**src/mtq_cfg.svh**
```systemverilog
// Constants of the melody tone queue: link codes, host register map, timing
`ifndef MTQ_CFG_SVH
`define MTQ_CFG_SVH

// Link address and register codes, note, queue and scale limits
`define MTQ_WR_ADDR        8'h78
`define MTQ_RD_ADDR        8'h79
`define MTQ_MELODY_REG     8'h09
`define MTQ_CLEAR_BYTE     8'hff
`define MTQ_FREE_RESET     8'h0a
`define MTQ_NOTE_BYTES     4
`define MTQ_QUEUE_NOTES    10
`define MTQ_FIFO_DEPTH     16
`define MTQ_SCALE_LAST     8'h3b

// Timing: one time step is 4 ms, tone reference tick is 500 kHz, clock 250 MHz
`define MTQ_CLK_HZ         250000000
`define MTQ_STEP_US        4000
`define MTQ_TONE_REF_HZ    500000
`define MTQ_STEP_CYCLES    ((`MTQ_STEP_US) * ((`MTQ_CLK_HZ) / 1000000))
`define MTQ_REF_CYCLES     ((`MTQ_CLK_HZ) / (`MTQ_TONE_REF_HZ))

// Host register map (APB byte addresses) and fields
`define MTQ_HOST_NOTE      8'h00
`define MTQ_HOST_CMD       8'h04
`define MTQ_HOST_STATUS    8'h08
`define MTQ_CMD_CLEAR_BIT  0
`define MTQ_CMD_QUERY_BIT  1
`define MTQ_STAT_BUSY_BIT  0
`define MTQ_STAT_FREE_LSB  8

// Pin select bits
`define MTQ_SOUND_SEL_BIT  5
`define MTQ_POWER_SEL_BIT  4

`endif

```
**src/mtq_pkg.sv**
```systemverilog
// Types of the melody tone queue, each used by one of its two ends
package mtq_pkg;

  typedef struct packed {
    logic [7:0] scale;
    logic [7:0] tone_time;
    logic [7:0] mid_time;
    logic [7:0] tail_time;
  } mtq_note_t;

  typedef enum logic [2:0] {
    LK_IDLE,
    LK_ADDR,
    LK_REG,
    LK_DATA,
    LK_READ,
    LK_SKIP
  } mtq_link_st_t;

  typedef enum logic [1:0] {
    PL_IDLE,
    PL_TONE,
    PL_TAIL
  } mtq_play_st_t;

  typedef enum logic [2:0] {
    H_IDLE,
    H_START,
    H_SEND,
    H_STOP,
    H_RSTART,
    H_RADDR,
    H_RWAIT
  } mtq_host_st_t;

endpackage

```
**src/mtq_if.sv**
```systemverilog
// Byte link between the host controller and the melody device
`timescale 1ns/1ps
interface mtq_if;
  logic       start;
  logic       stop;
  logic       valid;
  logic [7:0] data;
  logic       rd_valid;
  logic [7:0] rd_data;

  modport dev (
    input  start,
    input  stop,
    input  valid,
    input  data,
    output rd_valid,
    output rd_data
  );

  modport host (
    output start,
    output stop,
    output valid,
    output data,
    input  rd_valid,
    input  rd_data
  );
endinterface

```
**src/mtq_device.sv**
```systemverilog
// Melody device end: note queue, link decoder, tone and power generator
//
// Contract
// Note is four bytes: scale, tone, mid, tail
// Note cut short by stop is discarded
// Full queue drops incoming notes, keeps queued
// Queue holds ten complete notes
// Read returns free entries, ten after reset
// Time fields 0..255, 4 ms per unit
// Note lasts tone time plus tail time
// Only octave-3 A to octave-8 G sharp
// Scale index 0 to 59, semitone steps
// Index selects fixed divisor, A4 is 440 Hz
// Single 0xFF byte stops play, empties queue
// Host writes 0x78, 0x09, then notes
// Host reads free space with 0x79
// Select bit 5 makes sound pin tone
// Enable bit 4 makes power pin; others ignored
// Power pin high only while tone sounds
// Tone toggles at half divisor of ticks
//
// Design decision made here: the APB register port.
`timescale 1ns/1ps
`include "mtq_cfg.svh"

module mtq_fifo #(
  parameter int WIDTH = 32,
  parameter int DEPTH = `MTQ_FIFO_DEPTH
) (
  input  wire logic                       mclk,
  input  wire logic                       sys_rst,
  input  wire logic                       flush,
  input  wire logic                       in_valid,
  output logic                            in_ready,
  input  wire logic [WIDTH-1:0]           in_data,
  output logic                            out_valid,
  input  wire logic                       out_ready,
  output logic [WIDTH-1:0]                out_data,
  output logic [$clog2(DEPTH+1)-1:0]      count
);
  localparam int AW = $clog2(DEPTH);

  logic [WIDTH-1:0] mem_reg [DEPTH];
  logic [AW-1:0]    wr_ptr_reg;
  logic [AW-1:0]    rd_ptr_reg;
  logic [$clog2(DEPTH+1)-1:0] count_reg;
  logic             push;
  logic             pop;

  assign in_ready  = (count_reg != DEPTH[$clog2(DEPTH+1)-1:0]) && !flush;
  assign out_valid = (count_reg != '0) && !flush;
  assign out_data  = mem_reg[rd_ptr_reg];
  assign count     = count_reg;
  assign push      = in_valid && in_ready;
  assign pop       = out_valid && out_ready;

  always_ff @(posedge mclk) begin
    if (push) begin
      mem_reg[wr_ptr_reg] <= in_data;
    end
  end

  always_ff @(posedge mclk) begin
    if (sys_rst || flush) begin
      wr_ptr_reg <= '0;
      rd_ptr_reg <= '0;
      count_reg  <= '0;
    end else begin
      if (push) begin
        wr_ptr_reg <= (wr_ptr_reg == AW'(DEPTH - 1)) ? '0 : wr_ptr_reg + 1'b1;
      end
      if (pop) begin
        rd_ptr_reg <= (rd_ptr_reg == AW'(DEPTH - 1)) ? '0 : rd_ptr_reg + 1'b1;
      end
      count_reg <= count_reg + push - pop;
    end
  end
endmodule

module mtq_device #(
  parameter int QUEUE_NOTES = `MTQ_QUEUE_NOTES,
  parameter int FIFO_DEPTH  = `MTQ_FIFO_DEPTH,
  parameter int STEP_CYCLES = `MTQ_STEP_CYCLES,
  parameter int REF_CYCLES  = `MTQ_REF_CYCLES
) (
  input  wire logic       mclk,
  input  wire logic       sys_rst,
  mtq_if.dev              link,
  input  wire logic [7:0] sound_pin_select,
  input  wire logic [7:0] sound_power_enable,
  output logic            sound_channel_pin,
  output logic            power_channel_pin,
  output logic            playing
);
  localparam int CW = $clog2(FIFO_DEPTH + 1);

  // Divisors of a 500 kHz reference, one per semitone from octave-3 A
  localparam logic [11:0] DIV_TABLE [0:59] = '{
    12'h8e1, 12'h861, 12'h7e9, 12'h777, 12'h70c, 12'h6a7, 12'h647, 12'h5ed, 12'h598, 12'h547,
    12'h4fc, 12'h4b4, 12'h470, 12'h431, 12'h3f4, 12'h3bc, 12'h386, 12'h353, 12'h324, 12'h2f6,
    12'h2cc, 12'h2a4, 12'h27e, 12'h25a, 12'h238, 12'h218, 12'h1fa, 12'h1de, 12'h1c3, 12'h1aa,
    12'h192, 12'h17b, 12'h166, 12'h152, 12'h13f, 12'h12d, 12'h11c, 12'h10c, 12'h0fd, 12'h0ef,
    12'h0e1, 12'h0d5, 12'h0c9, 12'h0be, 12'h0b3, 12'h0a9, 12'h09f, 12'h096, 12'h08e, 12'h086,
    12'h07f, 12'h077, 12'h071, 12'h06a, 12'h064, 12'h05f, 12'h059, 12'h054, 12'h050, 12'h04b
  };

  mtq_pkg::mtq_link_st_t lk_reg;
  mtq_pkg::mtq_play_st_t pl_reg;
  mtq_pkg::mtq_note_t    push_note;
  mtq_pkg::mtq_note_t    pop_note;
  logic [7:0]            regsel_reg;
  logic [1:0]            byte_idx_reg;
  logic [23:0]           note_hold_reg;
  logic                  rd_valid_reg;
  logic [7:0]            rd_data_reg;
  logic                  data_byte;
  logic                  clear_hit;
  logic                  room;
  logic                  push_valid;
  logic                  push_ready;
  logic                  pop_valid;
  logic                  pop_ready;
  logic [CW-1:0]         fifo_count;
  logic [7:0]            free_cnt;
  logic [11:0]           div_reg;
  logic [7:0]            tone_left_reg;
  logic [7:0]            tail_left_reg;
  logic [31:0]           step_cnt_reg;
  logic                  step_end;
  logic [31:0]           ref_cnt_reg;
  logic [11:0]           half_cnt_reg;
  logic                  tone_reg;
  logic                  sound_pin_reg;
  logic                  power_pin_reg;

  // Bytes aimed at the melody register, outside any start or stop cycle
  assign data_byte = link.valid && !link.start && !link.stop && lk_reg == mtq_pkg::LK_DATA
                     && regsel_reg == `MTQ_MELODY_REG;
  assign clear_hit = data_byte && byte_idx_reg == 2'd0 && link.data == `MTQ_CLEAR_BYTE;
  assign room      = fifo_count < CW'(QUEUE_NOTES);
  assign free_cnt  = 8'(QUEUE_NOTES) - 8'(fifo_count);

  assign push_note  = {note_hold_reg, link.data};
  // Fourth byte completes a note; full queue or scale past the table drops it
  assign push_valid = data_byte && byte_idx_reg == 2'(`MTQ_NOTE_BYTES - 1) && room
                      && note_hold_reg[23:16] <= `MTQ_SCALE_LAST;

  always_ff @(posedge mclk) begin
    if (sys_rst) begin
      lk_reg        <= mtq_pkg::LK_IDLE;
      regsel_reg    <= `MTQ_MELODY_REG;
      byte_idx_reg  <= 2'd0;
      note_hold_reg <= 24'h00_0000;
    end else if (link.start) begin
      lk_reg       <= mtq_pkg::LK_ADDR;
      byte_idx_reg <= 2'd0;
    end else if (link.stop) begin
      lk_reg       <= mtq_pkg::LK_IDLE;
      byte_idx_reg <= 2'd0;
    end else if (link.valid) begin
      case (lk_reg)
        mtq_pkg::LK_ADDR: begin
          if (link.data == `MTQ_WR_ADDR) begin
            lk_reg <= mtq_pkg::LK_REG;
          end else if (link.data == `MTQ_RD_ADDR) begin
            lk_reg <= mtq_pkg::LK_READ;
          end else begin
            lk_reg <= mtq_pkg::LK_SKIP;
          end
        end
        mtq_pkg::LK_REG: begin
          regsel_reg <= link.data;
          lk_reg     <= mtq_pkg::LK_DATA;
        end
        mtq_pkg::LK_DATA: begin
          if (clear_hit) begin
            lk_reg <= mtq_pkg::LK_SKIP;
          end else if (data_byte) begin
            note_hold_reg <= {note_hold_reg[15:0], link.data};
            byte_idx_reg  <= byte_idx_reg + 2'd1;
          end
        end
        default: begin
        end
      endcase
    end
  end

  // Read answer one cycle after the read address byte
  always_ff @(posedge mclk) begin
    if (sys_rst) begin
      rd_valid_reg <= 1'b0;
      rd_data_reg  <= `MTQ_FREE_RESET;
    end else begin
      rd_valid_reg <= link.valid && !link.start && !link.stop && lk_reg == mtq_pkg::LK_ADDR
                      && link.data == `MTQ_RD_ADDR;
      rd_data_reg  <= (regsel_reg == `MTQ_MELODY_REG) ? free_cnt : 8'h00;
    end
  end

  assign link.rd_valid = rd_valid_reg;
  assign link.rd_data  = rd_data_reg;

  mtq_fifo #(
    .WIDTH (32),
    .DEPTH (FIFO_DEPTH)
  ) u_queue (
    .mclk      (mclk),
    .sys_rst   (sys_rst),
    .flush     (clear_hit),
    .in_valid  (push_valid),
    .in_ready  (push_ready),
    .in_data   (push_note),
    .out_valid (pop_valid),
    .out_ready (pop_ready),
    .out_data  (pop_note),
    .count     (fifo_count)
  );

  // Player drains only when idle, so the queue really backs up
  assign pop_ready = pl_reg == mtq_pkg::PL_IDLE && !clear_hit;
  assign step_end  = step_cnt_reg == 32'(STEP_CYCLES - 1);

  always_ff @(posedge mclk) begin
    if (sys_rst || clear_hit) begin
      pl_reg        <= mtq_pkg::PL_IDLE;
      div_reg       <= DIV_TABLE[0];
      tone_left_reg <= 8'h00;
      tail_left_reg <= 8'h00;
    end else begin
      case (pl_reg)
        mtq_pkg::PL_IDLE: begin
          if (pop_valid) begin
            div_reg       <= DIV_TABLE[pop_note.scale[5:0]];
            tone_left_reg <= pop_note.tone_time;
            tail_left_reg <= pop_note.tail_time;
            if (pop_note.tone_time != 8'h00) begin
              pl_reg <= mtq_pkg::PL_TONE;
            end else if (pop_note.tail_time != 8'h00) begin
              pl_reg <= mtq_pkg::PL_TAIL;
            end
          end
        end
        mtq_pkg::PL_TONE: begin
          if (step_end) begin
            tone_left_reg <= tone_left_reg - 8'd1;
            if (tone_left_reg == 8'd1) begin
              pl_reg <= (tail_left_reg != 8'h00) ? mtq_pkg::PL_TAIL : mtq_pkg::PL_IDLE;
            end
          end
        end
        mtq_pkg::PL_TAIL: begin
          if (step_end) begin
            tail_left_reg <= tail_left_reg - 8'd1;
            if (tail_left_reg == 8'd1) begin
              pl_reg <= mtq_pkg::PL_IDLE;
            end
          end
        end
        default: begin
          pl_reg <= mtq_pkg::PL_IDLE;
        end
      endcase
    end
  end

  always_ff @(posedge mclk) begin
    if (sys_rst || pl_reg == mtq_pkg::PL_IDLE || step_end) begin
      step_cnt_reg <= 32'h0000_0000;
    end else begin
      step_cnt_reg <= step_cnt_reg + 32'd1;
    end
  end

  // Square wave: ref tick counter, toggle after half the divisor in ticks
  always_ff @(posedge mclk) begin
    if (sys_rst || pl_reg != mtq_pkg::PL_TONE) begin
      ref_cnt_reg  <= 32'h0000_0000;
      half_cnt_reg <= 12'h000;
      tone_reg     <= 1'b0;
    end else if (ref_cnt_reg == 32'(REF_CYCLES - 1)) begin
      ref_cnt_reg <= 32'h0000_0000;
      if (half_cnt_reg == (div_reg >> 1) - 12'd1) begin
        half_cnt_reg <= 12'h000;
        tone_reg     <= !tone_reg;
      end else begin
        half_cnt_reg <= half_cnt_reg + 12'd1;
      end
    end else begin
      ref_cnt_reg <= ref_cnt_reg + 32'd1;
    end
  end

  always_ff @(posedge mclk) begin
    if (sys_rst) begin
      sound_pin_reg <= 1'b0;
      power_pin_reg <= 1'b0;
    end else begin
      // Gated by state as well, so a clear silences the pin two cycles after the clear byte, one cycle after the state goes idle
      sound_pin_reg <= sound_pin_select[`MTQ_SOUND_SEL_BIT] && tone_reg && pl_reg == mtq_pkg::PL_TONE;
      power_pin_reg <= sound_power_enable[`MTQ_POWER_SEL_BIT] && pl_reg == mtq_pkg::PL_TONE;
    end
  end

  assign sound_channel_pin = sound_pin_reg;
  assign power_channel_pin = power_pin_reg;
  assign playing           = pl_reg != mtq_pkg::PL_IDLE;
endmodule

```
**src/flat_wrapper.sv**
```systemverilog
// flat-port wrapper written by rule: the top's interface ports become plain ports
module mtq_device_flat 
#(
  parameter int QUEUE_NOTES = `MTQ_QUEUE_NOTES,
  parameter int FIFO_DEPTH  = `MTQ_FIFO_DEPTH,
  parameter int STEP_CYCLES = `MTQ_STEP_CYCLES,
  parameter int REF_CYCLES  = `MTQ_REF_CYCLES
)
  (mclk, sys_rst, sound_pin_select, sound_power_enable, sound_channel_pin, power_channel_pin, playing, link_start, link_stop, link_valid, link_data, link_rd_valid, link_rd_data);
  mtq_if link_i ();
  input  wire logic mclk;
  input  wire logic sys_rst;
  input  wire logic [7:0] sound_pin_select;
  input  wire logic [7:0] sound_power_enable;
  output logic sound_channel_pin;
  output logic power_channel_pin;
  output logic playing;
  input wire logic [$bits(link_i.start)-1:0] link_start;
  input wire logic [$bits(link_i.stop)-1:0] link_stop;
  input wire logic [$bits(link_i.valid)-1:0] link_valid;
  input wire logic [$bits(link_i.data)-1:0] link_data;
  output wire logic [$bits(link_i.rd_valid)-1:0] link_rd_valid;
  output wire logic [$bits(link_i.rd_data)-1:0] link_rd_data;
  assign link_i.start = link_start;
  assign link_i.stop = link_stop;
  assign link_i.valid = link_valid;
  assign link_i.data = link_data;
  assign link_rd_valid = link_i.rd_valid;
  assign link_rd_data = link_i.rd_data;
  mtq_device #(.QUEUE_NOTES(QUEUE_NOTES), .FIFO_DEPTH(FIFO_DEPTH), .STEP_CYCLES(STEP_CYCLES), .REF_CYCLES(REF_CYCLES)) u_core (.mclk(mclk), .sys_rst(sys_rst), .link(link_i), .sound_pin_select(sound_pin_select), .sound_power_enable(sound_power_enable), .sound_channel_pin(sound_channel_pin), .power_channel_pin(power_channel_pin), .playing(playing));
endmodule
```
**config.mk**
```make
export PLATFORM = sky130hd
export DESIGN_NAME = mtq_device_flat
export DESIGN_NICKNAME = d
export VERILOG_FILES = /design/src/mtq_pkg.sv /design/src/mtq_if.sv /design/src/mtq_device.sv /design/src/flat_wrapper.sv
export VERILOG_INCLUDE_DIRS = /design/src
export SDC_FILE = /design/constraint.sdc
export NUM_CORES = 1
export LEC_CHECK = 0
export BUFFER_PORTS_ARGS = -buffer_cell sky130_fd_sc_hd__buf_2
export CAP_MARGIN = 20
export CORE_MARGIN = 2
export CORE_UTILIZATION = 50
export CTS_BUF_LIST = sky130_fd_sc_hd__clkbuf_8
export DETAILED_ROUTE_END_ITERATION = 12
export GPL_ROUTABILITY_DRIVEN = 0
export PLACE_DENSITY = 0.66
export SYNTH_ARGS = -nofsm -noshare
export SYNTH_HDL_FRONTEND = slang
export SYNTH_HIERARCHICAL = 1
export SYNTH_SLANG_ARGS = --single-unit
```
**constraint.sdc**
```tcl
create_clock -name mclk -period 10.04 [get_ports mclk]
set_input_delay 0.502 -clock mclk [delete_from_list [all_inputs] [get_ports mclk]]
set_output_delay 0.502 -clock mclk [all_outputs]
set_load 0.1 [all_outputs]
```
==> impl_metrics.toml <==
[run_status]
status = "completed"

[clock_network]
clk_pin_slew_ps = 60
ctsResizeCount = 0
numCtsBuffers = 83
cts_htree_levels = 3
clock-sinks = 521
cts-root-buf = "clkbuf_8"
holdBufCountCts = 0
clkLatencyLatePin_ps = 640
cts_tree = "built"
cts_setup_buffers = 0
clockBufferDepth = 3

[critical_path]
path_class = "flip-flop to flip-flop"
required_ps = 10510
crit_path_start_kind = "flip-flop"
arrival_ps = 5270
worst-path-max-fanout = 37
critPathCaptureType = "flip-flop"

[layout]
diodes = 0
final_common_cell = "edfxtp_1"
drive_gt1_frac = 0.166
mostFrequentLayoutCells = "edfxtp_1 (352), dfxtp_1 (167), nor2_1 (162)"
nNetsFinal = 1784
area_delta_synth_final_pct = 10.3
final_cell_area_mm2 = 0.0245
largest_reg_flops = 352

[die]
die_w_um = 215
core_area_mm2 = 0.0440
io_pins = 41
start_util = 0.505
die_y_um = 215
core.rowCount = 77
die_area_mm2 = 0.0462

[sta]
post-route-period-util = 0.478
max_slew.worst_pin.slew_ps = 1000
setup_viol = 0
period_needed_ps = 4800
final.setup.worst_slack_ps = 5240
fin_skew_ps = 32.3
timing.setup.tns_ps = 0
slew_headroom = 0.329
final_hold_viol_count = 0
grt_setup_unrepaired = "no"
slew_viol_final = 0
fmax_mhz = 208

[synthesis]
synth_area_mm2 = 0.0222
syn-instance-count = 1673
synth_nets = 1738
avgSynthCellArea_um2 = 13.3
ys_warn_count = 6

[global_route]
grt_start_max_net_pins = 60
grt_remaining_overflow = 0
grt_pass1_wl_um = 74400
grt_antenna_before_repair = 0
grt_usage = 0.207
grt_pass1_vias = 13730

[placed_design]
dpl.hpwl_um = 27500
place_area_mm2 = 0.0229
io_buffers = 26
dp_slack_ps = 5030

[min_path]
hold_path_class = "input port to flip-flop"

[flow_run]
cap_violations = 0

[route]
dr.pass1.iters = 5
postRouteAntennaNets = 0
drtIter0Drc = 1074
via_per_inst = 5.79
post-route-drc-count = 0
wl_um = 47400
num_vias = 13755
wire_per_inst_um = 20.0

[pwr]
ir_worst_vdd_uv = 230
leakagePower_nw = 8.36
p_per_area_mw_per_mm2 = 204
-- power by group --
part | leakage, nW | switching [mW] | internal [mW] | total [mW]
Sequential | 4.67 | 0.107 | 2.33 | 2.44
Clock | 0.934 | 0.804 | 0.891 | 1.69
Combinational | 2.75 | 0.511 | 0.362 | 0.873
Total | 8.36 | 1.42 | 3.58 | 5.00
-- worst max-delay path: stages, from the launching register on --
cell and delay [ps]:
dfxtp_4 830, buf_4 590, buf_12 310, mux4_2 530, a22oi_1 250, nand2_1 590, nand2b_1 460, mux4_2 480
a2111oi_0 480, a211oi_1 90
-- metal layers --
metal / global-route usage / vias to the layer above / share of wire
li1: - / 6384 / -
met1: 0.275 / 6912 / 0.43
met2: 0.352 / 388 / 0.49
met3: 0.0368 / 71 / 0.056
met4: 0.0546 / 0 / 0.018
met5: 0 / - / 0
-- final cells by class --
type | count | area (um2)
fill | 3568 | 19500
sequential | 521 | 14000
multi-input combinational | 1013 | 7680
clock buffer | 98 | 1350
tap | 592 | 741
timing repair buffer | 58 | 407
clock inverter | 52 | 234
inverter | 42 | 158
-- worst paths after layout --
kind	from	to	slack [ps]	cells after the start
min reg2reg	u_core/regsel_reg[3]$_SDFFE_PP1P_	u_core/regsel_reg[3]$_SDFFE_PP1P_	460	1
max	flip-flop	u_core/div_reg[2]$_SDFFE_PP0P_	5240	9
max reg2reg	flip-flop	u_core/div_reg[2]$_SDFFE_PP0P_	5240	9
min	sound_power_enable[4]	u_core/power_channel_pin$_SDFF_PP0_	80	2
-- through the flow --
| step | utilization | total power, mW | hold slack, ps | std cells |
|---|---|---|---|---|
| 6_report | 0.557 | 5.00 | 75.1 | 2376 |
| 5_1_grt | 0.557 | 5.23 | 58.8 | 2376 |
| 4_1_cts | 0.556 | 5.04 | 25.1 | 2373 |
| 3_5_place_dp | 0.520 | 3.35 | 448 | 2223 |
| 3_3_place_gp | 0.520 | 3.33 | 440 | 2223 |
| 2_1_floorplan | - | 3.17 | 426 | 1673 |
Power figures use the tool's default switching activity.
